===== src/adc_seq_pkg.sv =====
// Shared constants, register layouts and types of the converter sequencer
package adc_seq_pkg;

  // Timing
  localparam int CLK_PERIOD_NS  = 4;
  localparam int TCY_NS         = 16;
  localparam int TCY_CYCLES     = (TCY_NS + CLK_PERIOD_NS - 1) / CLK_PERIOD_NS;
  localparam int CONV_TADS      = 11;
  localparam int RECOVER_TADS   = 2;
  localparam int RESULT_BITS    = 10;
  localparam int NUM_INPUTS     = 13;
  localparam int DIV_WIDTH      = 7;

  // Register byte offsets
  localparam logic [4:0] OFS_CTRL0   = 5'h00;
  localparam logic [4:0] OFS_CTRL1   = 5'h04;
  localparam logic [4:0] OFS_CTRL2   = 5'h08;
  localparam logic [4:0] OFS_RES_LO  = 5'h0C;
  localparam logic [4:0] OFS_RES_HI  = 5'h10;
  localparam logic [4:0] OFS_STATUS  = 5'h14;

  // Field positions not covered by the struct layouts
  localparam int STATUS_FLAG_BIT = 0;
  localparam int CTRL0_GO_BIT    = 1;
  localparam int CTRL0_EN_BIT    = 0;

  // Reset values and decode limits
  localparam logic [3:0] PCFG_RST_ANALOG  = 4'h0;
  localparam logic [3:0] PCFG_RST_DIGITAL = 4'h7;
  localparam logic [3:0] CHAN_MAX         = 4'hC;
  localparam logic [3:0] PCFG_ALL_ANALOG  = 4'h2;

  // Clock select codes that pick the internal RC clock have both low bits set
  localparam logic [1:0] CS_RC_LOW = 2'h3;

  typedef struct packed {
    logic [3:0] channel_select;
    logic       go;
    logic       module_enable;
  } ctrl0_t;

  typedef struct packed {
    logic       neg_reference_select;
    logic       pos_reference_select;
    logic [3:0] port_config;
  } ctrl1_t;

  typedef struct packed {
    logic       result_format;
    logic [2:0] acquisition_select;
    logic [2:0] conversion_clock_select;
  } ctrl2_t;

  // Drive toward the analog front end
  typedef struct packed {
    logic [3:0]             channel_select;
    logic                   channel_valid;
    logic [NUM_INPUTS-1:0]  analog_mask;
    logic                   neg_reference_select;
    logic                   pos_reference_select;
    logic                   sample_enable;
    logic [RESULT_BITS-1:0] trial_code;
  } afe_drive_t;

  typedef enum logic [2:0] {
    SEQ_IDLE    = 3'b000,
    SEQ_DELAY   = 3'b001,
    SEQ_ACQUIRE = 3'b010,
    SEQ_CONVERT = 3'b011,
    SEQ_RECOVER = 3'b100
  } seq_state_t;

endpackage : adc_seq_pkg


===== src/adc_tad_clock.sv =====
// Conversion-bit period tick generator
`timescale 1ns/100ps
module adc_tad_clock #(
  parameter int DIV_W = adc_seq_pkg::DIV_WIDTH
) (
  // Clock and reset
  input  wire logic       clk,
  input  wire logic       sys_rst,
  // Control
  input  wire logic       run,
  input  wire logic [2:0] clock_select,
  input  wire logic       rc_edge,
  // Tick
  output logic            tad_tick
);
  import adc_seq_pkg::*;

  if (DIV_W < 7) begin : g_chk
    $error("adc_tad_clock: DIV_W must hold a divide of 64");
  end

  function automatic logic [DIV_W-1:0] divide_of(input logic [2:0] code);
    case (code)
      3'b000:  divide_of = DIV_W'(2);
      3'b001:  divide_of = DIV_W'(8);
      3'b010:  divide_of = DIV_W'(32);
      3'b100:  divide_of = DIV_W'(4);
      3'b101:  divide_of = DIV_W'(16);
      3'b110:  divide_of = DIV_W'(64);
      default: divide_of = DIV_W'(2);
    endcase
  endfunction : divide_of

  logic [DIV_W-1:0] count_ff;
  logic             use_rc;

  assign use_rc   = (clock_select[1:0] == CS_RC_LOW);
  assign tad_tick = run & (use_rc ? rc_edge
                                  : (count_ff == divide_of(clock_select) - DIV_W'(1)));

  // Counter restarts whenever the sequencer stops, so each run begins a whole period
  always_ff @(posedge clk) begin
    if (sys_rst || !run || tad_tick) begin
      count_ff <= '0;
    end else begin
      count_ff <= count_ff + DIV_W'(1);
    end
  end

endmodule : adc_tad_clock


===== src/adc_sar_engine.sv =====
// Successive-approximation bit engine, one setup tick then one decision per tick
`timescale 1ns/100ps
module adc_sar_engine #(
  parameter int BITS = adc_seq_pkg::RESULT_BITS
) (
  // Clock and reset
  input  wire logic            clk,
  input  wire logic            sys_rst,
  // Control
  input  wire logic            start,
  input  wire logic            abort,
  input  wire logic            tad_tick,
  input  wire logic            cmp_high,
  // Results
  output logic [BITS-1:0]      trial_code,
  output logic [BITS-1:0]      result,
  output logic                 done
);
  import adc_seq_pkg::*;

  if (BITS + 1 != CONV_TADS) begin : g_chk
    $error("adc_sar_engine: one setup period plus one per bit expected");
  end

  logic [3:0]      cnt_ff;
  logic            busy_ff;
  logic [BITS-1:0] trial_ff;
  logic [BITS-1:0] nxt_trial;
  logic [BITS-1:0] result_ff;
  logic            done_ff;
  int              idx;

  assign trial_code = trial_ff;
  assign result     = result_ff;
  assign done       = done_ff;

  always_comb begin
    idx       = BITS - int'(cnt_ff);
    nxt_trial = trial_ff;
    if (cnt_ff == 4'h0) begin
      nxt_trial = {1'b1, {(BITS-1){1'b0}}};
    end else begin
      nxt_trial[idx] = cmp_high;
      if (idx != 0) begin
        nxt_trial[idx-1] = 1'b1;
      end
    end
  end

  always_ff @(posedge clk) begin
    if (sys_rst || abort) begin
      busy_ff  <= 1'b0;
      cnt_ff   <= 4'h0;
      trial_ff <= '0;
    end else if (start) begin
      busy_ff  <= 1'b1;
      cnt_ff   <= 4'h0;
      trial_ff <= '0;
    end else if (busy_ff && tad_tick) begin
      trial_ff <= nxt_trial;
      if (cnt_ff == 4'(BITS)) begin
        busy_ff <= 1'b0;
        cnt_ff  <= 4'h0;
      end else begin
        cnt_ff <= cnt_ff + 4'h1;
      end
    end
  end

  // Last decision lands in the result; no reset on the result itself
  always_ff @(posedge clk) begin
    if (busy_ff && tad_tick && cnt_ff == 4'(BITS)) begin
      result_ff <= nxt_trial;
    end
  end

  always_ff @(posedge clk) begin
    if (sys_rst || abort) begin
      done_ff <= 1'b0;
    end else begin
      done_ff <= busy_ff & tad_tick & (cnt_ff == 4'(BITS));
    end
  end

endmodule : adc_sar_engine


===== src/adc_sequencer_control.sv =====
// Converter control registers, acquisition sequencer and result formatting
`timescale 1ns/100ps
module adc_sequencer_control #(
  parameter int INPUTS = adc_seq_pkg::NUM_INPUTS
) (
  // Clock and reset
  input  wire logic                    clk,
  input  wire logic                    sys_rst,
  // Avalon-MM register slave
  input  wire logic [4:0]              avs_address,
  input  wire logic                    avs_read,
  input  wire logic                    avs_write,
  input  wire logic [31:0]             avs_writedata,
  input  wire logic [3:0]              avs_byteenable,
  output logic [31:0]                  avs_readdata,
  output logic                         avs_waitrequest,
  // Configuration fuse and RC oscillator pins
  input  wire logic                    analog_default_fuse,
  input  wire logic                    internal_rc_clock,
  // Analog front end
  input  wire logic                    cmp_high,
  output adc_seq_pkg::afe_drive_t      afe_drive,
  // Status toward the interrupt controller
  output logic                         converter_irq_flag
);
  import adc_seq_pkg::*;

  if (INPUTS != NUM_INPUTS) begin : g_chk
    $error("adc_sequencer_control: port decode serves exactly 13 inputs");
  end

  // Register state
  ctrl0_t                 ctrl0_ff;
  ctrl1_t                 ctrl1_ff;
  ctrl2_t                 ctrl2_ff;
  logic [7:0]             result_low_ff;
  logic [7:0]             result_high_ff;
  logic                   irq_flag_ff;

  // Bus handshake
  logic                   ack_ff;
  logic [31:0]            readdata_ff;
  logic [31:0]            nxt_readdata;
  logic                   wr_take;
  logic                   wr_lane0;

  // Pin synchronisers
  logic                   fuse_meta_ff;
  logic                   fuse_sync_ff;
  logic                   rc_meta_ff;
  logic                   rc_sync_ff;
  logic                   rc_prev_ff;
  logic                   rc_edge;

  // Sequencer
  seq_state_t             state_ff;
  seq_state_t             nxt_state;
  logic [4:0]             tad_cnt_ff;
  logic [4:0]             nxt_tad_cnt;
  logic [1:0]             delay_cnt_ff;
  logic                   tad_run;
  logic                   tad_tick;
  logic                   sar_start;
  logic                   sar_abort;
  logic                   sar_done;
  logic [RESULT_BITS-1:0] sar_result;
  logic [RESULT_BITS-1:0] sar_trial;
  logic                   go_set;
  logic                   use_rc;
  logic [4:0]             acq_tads;

  function automatic logic [4:0] acq_length(input logic [2:0] code);
    case (code)
      3'b000:  acq_length = 5'h00;
      3'b001:  acq_length = 5'h02;
      3'b010:  acq_length = 5'h04;
      3'b011:  acq_length = 5'h06;
      3'b100:  acq_length = 5'h08;
      3'b101:  acq_length = 5'h0C;
      3'b110:  acq_length = 5'h10;
      default: acq_length = 5'h14;
    endcase
  endfunction : acq_length

  function automatic logic [NUM_INPUTS-1:0] analog_of(input logic [3:0] code);
    logic [NUM_INPUTS-1:0] m;
    m = '1;
    if (code > PCFG_ALL_ANALOG) begin
      for (int i = 0; i < NUM_INPUTS; i++) begin
        m[i] = (i < 15 - int'(code));
      end
    end
    analog_of = m;
  endfunction : analog_of

  assign acq_tads = acq_length(ctrl2_ff.acquisition_select);
  assign use_rc   = (ctrl2_ff.conversion_clock_select[1:0] == CS_RC_LOW);

  // ---------------------------------------------------------------- bus
  // One wait cycle per access; the request completes at the second edge
  assign avs_waitrequest = (avs_read | avs_write) & ~ack_ff;
  assign avs_readdata    = readdata_ff;
  assign wr_take         = avs_write & ack_ff;
  assign wr_lane0        = wr_take & avs_byteenable[0];

  always_ff @(posedge clk) begin
    if (sys_rst) begin
      ack_ff <= 1'b0;
    end else begin
      ack_ff <= (avs_read | avs_write) & ~ack_ff;
    end
  end

  always_comb begin
    nxt_readdata = 32'h0000_0000;
    case (avs_address)
      OFS_CTRL0:  nxt_readdata = {26'h0, ctrl0_ff};
      OFS_CTRL1:  nxt_readdata = {26'h0, ctrl1_ff};
      OFS_CTRL2:  nxt_readdata = {24'h0, ctrl2_ff.result_format, 1'b0,
                                  ctrl2_ff.acquisition_select,
                                  ctrl2_ff.conversion_clock_select};
      OFS_RES_LO: nxt_readdata = {24'h0, result_low_ff};
      OFS_RES_HI: nxt_readdata = {24'h0, result_high_ff};
      OFS_STATUS: nxt_readdata = {31'h0, irq_flag_ff};
      default:    nxt_readdata = 32'h0000_0000;
    endcase
  end

  always_ff @(posedge clk) begin
    if (sys_rst) begin
      readdata_ff <= 32'h0000_0000;
    end else if (avs_read && !ack_ff) begin
      readdata_ff <= nxt_readdata;
    end
  end

  // ---------------------------------------------------------------- pins
  always_ff @(posedge clk) begin
    fuse_meta_ff <= analog_default_fuse;
    fuse_sync_ff <= fuse_meta_ff;
    rc_meta_ff   <= internal_rc_clock;
    rc_sync_ff   <= rc_meta_ff;
    rc_prev_ff   <= rc_sync_ff;
  end

  assign rc_edge = rc_sync_ff & ~rc_prev_ff;

  // ---------------------------------------------------------------- control 0
  assign go_set = wr_lane0 && (avs_address == OFS_CTRL0)
                  && avs_writedata[CTRL0_GO_BIT] && avs_writedata[CTRL0_EN_BIT];

  always_ff @(posedge clk) begin
    if (sys_rst) begin
      ctrl0_ff <= '0;
    end else begin
      if (wr_lane0 && avs_address == OFS_CTRL0) begin
        ctrl0_ff.channel_select <= avs_writedata[5:2];
        ctrl0_ff.module_enable  <= avs_writedata[CTRL0_EN_BIT];
      end
      // Start request wins over a completion in the same cycle
      if (go_set) begin
        ctrl0_ff.go <= 1'b1;
      end else if (sar_done) begin
        ctrl0_ff.go <= 1'b0;
      end else if (!ctrl0_ff.module_enable) begin
        ctrl0_ff.go <= 1'b0;
      end
    end
  end

  // ---------------------------------------------------------------- control 1
  always_ff @(posedge clk) begin
    if (sys_rst) begin
      ctrl1_ff.neg_reference_select <= 1'b0;
      ctrl1_ff.pos_reference_select <= 1'b0;
      ctrl1_ff.port_config <= fuse_sync_ff ? PCFG_RST_ANALOG
                                           : PCFG_RST_DIGITAL;
    end else if (wr_lane0 && avs_address == OFS_CTRL1) begin
      ctrl1_ff <= avs_writedata[5:0];
    end
  end

  // ---------------------------------------------------------------- control 2
  always_ff @(posedge clk) begin
    if (sys_rst) begin
      ctrl2_ff <= '0;
    end else if (wr_lane0 && avs_address == OFS_CTRL2) begin
      ctrl2_ff.result_format           <= avs_writedata[7];
      ctrl2_ff.acquisition_select      <= avs_writedata[5:3];
      ctrl2_ff.conversion_clock_select <= avs_writedata[2:0];
    end
  end

  // ---------------------------------------------------------------- sequencer
  assign sar_abort = ~ctrl0_ff.module_enable;
  assign sar_start = (state_ff != SEQ_CONVERT) && (nxt_state == SEQ_CONVERT);
  assign tad_run   = (state_ff == SEQ_ACQUIRE) || (state_ff == SEQ_CONVERT)
                     || (state_ff == SEQ_RECOVER);

  always_comb begin
    nxt_state   = state_ff;
    nxt_tad_cnt = tad_cnt_ff;
    case (state_ff)
      SEQ_IDLE: begin
        nxt_tad_cnt = 5'h00;
        if (ctrl0_ff.go) begin
          if (use_rc) begin
            nxt_state = SEQ_DELAY;
          end else if (acq_tads != 5'h00) begin
            nxt_state = SEQ_ACQUIRE;
          end else begin
            nxt_state = SEQ_CONVERT;
          end
        end
      end
      SEQ_DELAY: begin
        if (delay_cnt_ff == 2'(TCY_CYCLES - 1)) begin
          nxt_state = (acq_tads != 5'h00) ? SEQ_ACQUIRE : SEQ_CONVERT;
        end
      end
      SEQ_ACQUIRE: begin
        if (tad_tick) begin
          nxt_tad_cnt = tad_cnt_ff + 5'h01;
          if (nxt_tad_cnt == acq_tads) begin
            nxt_state   = SEQ_CONVERT;
            nxt_tad_cnt = 5'h00;
          end
        end
      end
      SEQ_CONVERT: begin
        nxt_tad_cnt = 5'h00;
        if (sar_done) begin
          nxt_state = SEQ_RECOVER;
        end
      end
      SEQ_RECOVER: begin
        if (tad_tick) begin
          nxt_tad_cnt = tad_cnt_ff + 5'h01;
          if (nxt_tad_cnt == 5'(RECOVER_TADS)) begin
            nxt_state   = SEQ_IDLE;
            nxt_tad_cnt = 5'h00;
          end
        end
      end
      default: begin
        nxt_state   = SEQ_IDLE;
        nxt_tad_cnt = 5'h00;
      end
    endcase
  end

  always_ff @(posedge clk) begin
    if (sys_rst || !ctrl0_ff.module_enable) begin
      state_ff   <= SEQ_IDLE;
      tad_cnt_ff <= 5'h00;
    end else begin
      state_ff   <= nxt_state;
      tad_cnt_ff <= nxt_tad_cnt;
    end
  end

  always_ff @(posedge clk) begin
    if (sys_rst || state_ff != SEQ_DELAY) begin
      delay_cnt_ff <= 2'h0;
    end else begin
      delay_cnt_ff <= delay_cnt_ff + 2'h1;
    end
  end

  adc_tad_clock #(
    .DIV_W        (DIV_WIDTH)
  ) u_tad_clock (
    .clk          (clk),
    .sys_rst      (sys_rst),
    .run          (tad_run),
    .clock_select (ctrl2_ff.conversion_clock_select),
    .rc_edge      (rc_edge),
    .tad_tick     (tad_tick)
  );

  adc_sar_engine #(
    .BITS       (RESULT_BITS)
  ) u_sar (
    .clk        (clk),
    .sys_rst    (sys_rst),
    .start      (sar_start),
    .abort      (sar_abort),
    .tad_tick   (tad_tick),
    .cmp_high   (cmp_high),
    .trial_code (sar_trial),
    .result     (sar_result),
    .done       (sar_done)
  );

  // ---------------------------------------------------------------- results
  // Pair keeps its contents across reset
  always_ff @(posedge clk) begin
    if (sar_done) begin
      if (ctrl2_ff.result_format) begin
        result_high_ff <= {6'h00, sar_result[9:8]};
        result_low_ff  <= sar_result[7:0];
      end else begin
        result_high_ff <= sar_result[9:2];
        result_low_ff  <= {sar_result[1:0], 6'h00};
      end
    end
  end

  // Completion sets the flag even while software clears it
  always_ff @(posedge clk) begin
    if (sys_rst) begin
      irq_flag_ff <= 1'b0;
    end else if (sar_done) begin
      irq_flag_ff <= 1'b1;
    end else if (wr_lane0 && avs_address == OFS_STATUS
                 && avs_writedata[STATUS_FLAG_BIT]) begin
      irq_flag_ff <= 1'b0;
    end
  end

  assign converter_irq_flag = irq_flag_ff;

  // ---------------------------------------------------------------- front end
  always_comb begin
    afe_drive.channel_select       = ctrl0_ff.channel_select;
    afe_drive.channel_valid        = (ctrl0_ff.channel_select <= CHAN_MAX);
    afe_drive.analog_mask          = analog_of(ctrl1_ff.port_config);
    afe_drive.neg_reference_select = ctrl1_ff.neg_reference_select;
    afe_drive.pos_reference_select = ctrl1_ff.pos_reference_select;
    afe_drive.sample_enable        = ctrl0_ff.module_enable
                                     && (state_ff != SEQ_CONVERT);
    afe_drive.trial_code           = sar_trial;
  end

endmodule : adc_sequencer_control


===== config.mk =====
export PLATFORM = sky130hd
export DESIGN_NAME = adc_sequencer_control
export DESIGN_NICKNAME = d
export VERILOG_FILES = /design/src/adc_seq_pkg.sv /design/src/adc_tad_clock.sv /design/src/adc_sar_engine.sv /design/src/adc_sequencer_control.sv
export SDC_FILE = /design/constraint.sdc
export NUM_CORES = 1
export LEC_CHECK = 0
export BUFFER_PORTS_ARGS = -buffer_cell sky130_fd_sc_hd__buf_4
export CORE_MARGIN = 2
export CORE_UTILIZATION = 50
export DETAILED_ROUTE_END_ITERATION = 12
export GPL_ROUTABILITY_DRIVEN = 0
export PLACE_DENSITY = 0.78
export SLEW_MARGIN = 20
export SYNTH_ARGS = -nofsm -noshare
export SYNTH_HDL_FRONTEND = slang
export SYNTH_HIERARCHICAL = 1
export SYNTH_SLANG_ARGS = --single-unit

===== constraint.sdc =====
create_clock -name clk -period 3.25 [get_ports clk]
set_input_delay 0.325 -clock clk [delete_from_list [all_inputs] [get_ports clk]]
set_output_delay 0.325 -clock clk [all_outputs]
set_load 0.02 [all_outputs]

==> out/results.tsv <==
stage	metric	value	unit
yosys	share of Yosys cell area claimed by the top area cell type	22.68	%
hold_path	worst hold path type	primary input to flop	
power	peak supply drop	0.5819	mV
run	number of max-cap violations	0	
yosys	#FFs+latches synth	93	
power	static leakage	2.268	nW
setup_path	startpoint kind of the worst setup timing path	flop	
die	number of rows created at floorplan	38	
setup_path	CP arrival	3.41	ns
power	sequential cell fraction of total power	55.6	%
cts	CTS buffer count	9	
global_route	initial antenna violation count	0	
cts	clk sink count	93	
cts	number of levels the H-tree was split into	3	
setup_path	Req. time, crit path	3.55	ns
yosys	ys async rst share	0	%
global_route	GR Util met1	27.38	%
cells_and_area	total of fill cells in the finished design	953	
global_route	overall fraction of global-route tracks in use	22.32	%
die	die height	109.5	µm
global_route	maximum number of pins on one net before global-route repair	41	
global_route	first-pass GRT wire length	20.98	mm
cts	clock tree from TritonCTS	yes	
timing	final cycle utilization of the critical path	95.58	%
placed_design	# port buffers	60	
yosys	Cells after Synth	605	
yosys	sequential fraction of the synthesis area	38.88	%
yosys	count of unique library cells instantiated by Yosys	88	
yosys	cells taking the most area after synthesis	sky130_fd_sc_hd__dfxtp_1 (23%), sky130_fd_sc_hd__edfxtp_1 (16%), sky130_fd_sc_hd__buf_4 (4.2%)	
timing	Final TNS setup	0	ns
setup_path	nature of the critical path endpoint	flop	
timing	Clock Skews	0.01036	ns
setup_path	critical path type	flop to flop	
cts	clock edge transition at the registers on the reported setup and hold paths	0.10	ns
cts	clk buf depth	2	
detailed_routing	count of routing violations after the opening detailed-route iteration	375	
detailed_routing	vias after detailed routing	4679	
global_route	met3 GRT Util	4.446	%
cells_and_area	number of antenna diodes	0	
die	die area	11980	µm²
timing	worst relative slew slack	45.40	%
yosys	most numerous cell types in the synthesized netlist	sky130_fd_sc_hd__dfxtp_1 (63), sky130_fd_sc_hd__nor2_1 (54), sky130_fd_sc_hd__nand2_1 (52)	
global_route	met2 track utilization from global routing	38.10	%
global_route	overall overflow remaining after global route	0	
timing	number of setup violations in the final report	0	
die	Core Footprint	10840	µm²
yosys	cell type with the largest total area after synthesis	sky130_fd_sc_hd__dfxtp_1	
die	Boundary Pins	113	
setup_path	critical path's largest stage delay	0.55	ns
setup_path	buffer and inverter count on the worst path	0	
cts	number of buffers added for setup after CTS	0	
timing	worst slew pin tran	0.8174	ns
yosys	predominant post-synthesis flop cell	sky130_fd_sc_hd__dfxtp_1	
power	post-layout total power	0.002174	W
timing	number of max-slew violations in the final report	0	
timing	post-layout minimum cycle time	3.106	ns
setup_path	crit-path cells	ha_1, and3_2, xor3_1, o211a_2, and2_4, a311o_1, and3_1, or3_2, or4_1, o21ai_1	
yosys	most frequently used cell type in the post-synthesis netlist	sky130_fd_sc_hd__dfxtp_1	
setup_path	cell type group with the largest total delay on the critical path	simple AND/OR/NAND/NOR gates	
setup_path	Max FO, Critical Path	7	
power	total power divided by cell area	350.6	nW/µm²
power	part of the total power dissipated in the clock network	38.8	%
detailed_routing	first-pass iteration count of the detailed router	5	
setup_path	cell at the slowest stage of the critical path	sky130_fd_sc_hd__or3_2	
timing	Hold Violations, Final	0	
placed_design	half-perimeter wire length after placement	9.500	mm
detailed_routing	final WL	12.96	mm
detailed_routing	vias per std cell	5.841	
die	starting utilization of the core area	51.29	%
yosys	number of flops mapped to enable cells by yosys	30	
detailed_routing	wire length per cell	16.17	µm
cells_and_area	layout cell share with drive strength beyond 1	20.73	%
timing	Max Clk Rate	321.9	MHz
cells_and_area	post-layout instance area	6201	µm²
power	switching power as a share of total power	23.15	%
power	combinational group share of total power	5.6	%
power	switching component of the power	0.0005034	W
yosys	post-synthesis area per instance	9.191	µm²
placed_design	placed cell areas	5964	µm²
cells_and_area	final-stage net count	721	
timing	RSZ-0062 raised after global routing	no	
detailed_routing	remaining antenna violation count after routing	0	
cts	Clk Tree Root Cell	sky130_fd_sc_hd__clkbuf_8	
global_route	global route hottest layer	met2	
power	cell-internal power	0.001671	W
detailed_routing	remaining routing DRC violations	0	
global_route	via count of the first global-routing pass	4312	
yosys	number of warning messages in the yosys log	6	
die	die boundary width	109.5	µm
cts	clock latency on the worst-skew pair	0.37	ns
outcome	status	finished, final reports clean	
cells_and_area	area delta synth->final	11.52	%
yosys	cell area after technology mapping	5560	µm²
[metrics by stage]
step	hold WS [ns]	utilization, %	instances	setup WS (ns)
after floorplan	0.3096	-	628	0.1823
after global placement	0.3148	55.02	785	0.1706
after detailed placement	0.3200	55.02	785	0.09484
after CTS	0.02735	56.99	801	0.05685
after global routing	0.02760	57.20	801	0.01334
final	0.04763	57.20	801	0.1437
[layout make-up]
cell class / count / area, µm² / area share (%)
inverter: 17 / 63.81 / 1.029
timing repair buffer: 81 / 608.1 / 9.806
sequential: 93 / 2163 / 34.89
tap: 140 / 175.2 / 2.825
clock buffer: 9 / 123.9 / 1.998
multi-input combinational: 454 / 2977 / 48.00
clock inverter: 7 / 90.09 / 1.453
[layout by cell type, fill, tap and decap left out, types with 6 or more instances in the layout]
cell type,n
sky130_fd_sc_hd__inv_1,16
sky130_fd_sc_hd__nor2b_1,15
sky130_fd_sc_hd__nor3_1,11
sky130_fd_sc_hd__a31oi_1,8
sky130_fd_sc_hd__a21oi_1,36
sky130_fd_sc_hd__o21ai_0,21
sky130_fd_sc_hd__xnor2_1,7
sky130_fd_sc_hd__nand2_1,52
sky130_fd_sc_hd__a22oi_1,15
sky130_fd_sc_hd__dfxtp_1,62
sky130_fd_sc_hd__a311oi_1,8
sky130_fd_sc_hd__clkbuf_8,9
sky130_fd_sc_hd__o21a_1,6
sky130_fd_sc_hd__buf_4,81
sky130_fd_sc_hd__ha_1,17
sky130_fd_sc_hd__o21ai_1,6
sky130_fd_sc_hd__edfxtp_1,30
sky130_fd_sc_hd__xor2_1,6
sky130_fd_sc_hd__nand3_1,26
sky130_fd_sc_hd__nand2b_1,15
sky130_fd_sc_hd__nor3b_1,6
sky130_fd_sc_hd__mux2i_1,12
sky130_fd_sc_hd__nor2_1,54
sky130_fd_sc_hd__and2_1,10
sky130_fd_sc_hd__a222oi_1,6
sky130_fd_sc_hd__conb_1,24
[power groups by stage]
stage / registers [W] / clock network [W] / logic (W)
floorplan: 0.00123 / 0 / 0.0000995
global placement: 0.00124 / 0 / 0.000120
detailed placement: 0.00124 / 0 / 0.000122
CTS: 0.00121 / 0.000866 / 0.000122
global route: 0.00121 / 0.000901 / 0.000132
finish: 0.00121 / 0.000843 / 0.000122
[state kept, by name (all words and copies together), names as in the netlist, 2 cells and up]
| register | cells |
|---|---|
| afe_drive | 6 |
| u_sar/cnt_ff | 4 |
| ctrl1_ff | 4 |
| tad_cnt_ff | 5 |
| state_ff | 3 |
| ctrl2_ff | 7 |
| u_sar/result | 10 |
| ctrl0_ff | 2 |
| result_high_ff | 8 |
| delay_cnt_ff | 2 |
| result_low_ff | 8 |
| u_sar/trial_code | 10 |
| avs_readdata | 8 |
| u_tad_clock/count_ff | 7 |
[per-layer routing]
metal / wire length [µm] / vias up
li1: - / 2238
met1: 5206 / 2206
met2: 6435 / 204
met3: 1016 / 31
met4: 297 / 0
met5: 0 / -
[logic make-up after synthesis]
| kind of cell | synth area share, % |
|---|---|
| xor+xnor | 2.880 |
| other cells | 0.06744 |
| buf+inv | 9.518 |
| flops | 38.88 |
| fa+ha+maj | 3.825 |
| compound gates | 18.18 |
| mux | 3.780 |
| simple gates | 22.86 |
[worst register-to-register path: stages (launching register included)]
cell and delay [ns]:
sky130_fd_sc_hd__dfxtp_2 0.36, sky130_fd_sc_hd__ha_1 0.20, sky130_fd_sc_hd__and3_2 0.26, sky130_fd_sc_hd__xor3_1 0.36
sky130_fd_sc_hd__o211a_2 0.16, sky130_fd_sc_hd__and2_4 0.16, sky130_fd_sc_hd__a311o_1 0.32, sky130_fd_sc_hd__and3_1 0.16
sky130_fd_sc_hd__or3_2 0.55, sky130_fd_sc_hd__or4_1 0.42, sky130_fd_sc_hd__o21ai_1 0.09
[timing repair]
action	4_1_cts	5_1_grt
hold buffers	0	0
gates resized for setup	0	5
setup endpoints to repair	0	9
[final timing paths]
check,endpoint,slack (ns),from,cells past startpoint
worst max-delay path,u_sar/trial_code[3]$_SDFFE_PP0P_,0.14,tad_cnt_ff[1]$_SDFFE_PP0P_,10
worst min-delay path,rc_meta_ff$_DFF_P_,0.05,internal_rc_clock,1
worst max register to register,u_sar/trial_code[3]$_SDFFE_PP0P_,0.14,tad_cnt_ff[1]$_SDFFE_PP0P_,10
worst min register to register,rc_sync_ff$_DFF_P_,0.34,rc_meta_ff$_DFF_P_,0
(Power assumes the default switching activity.)
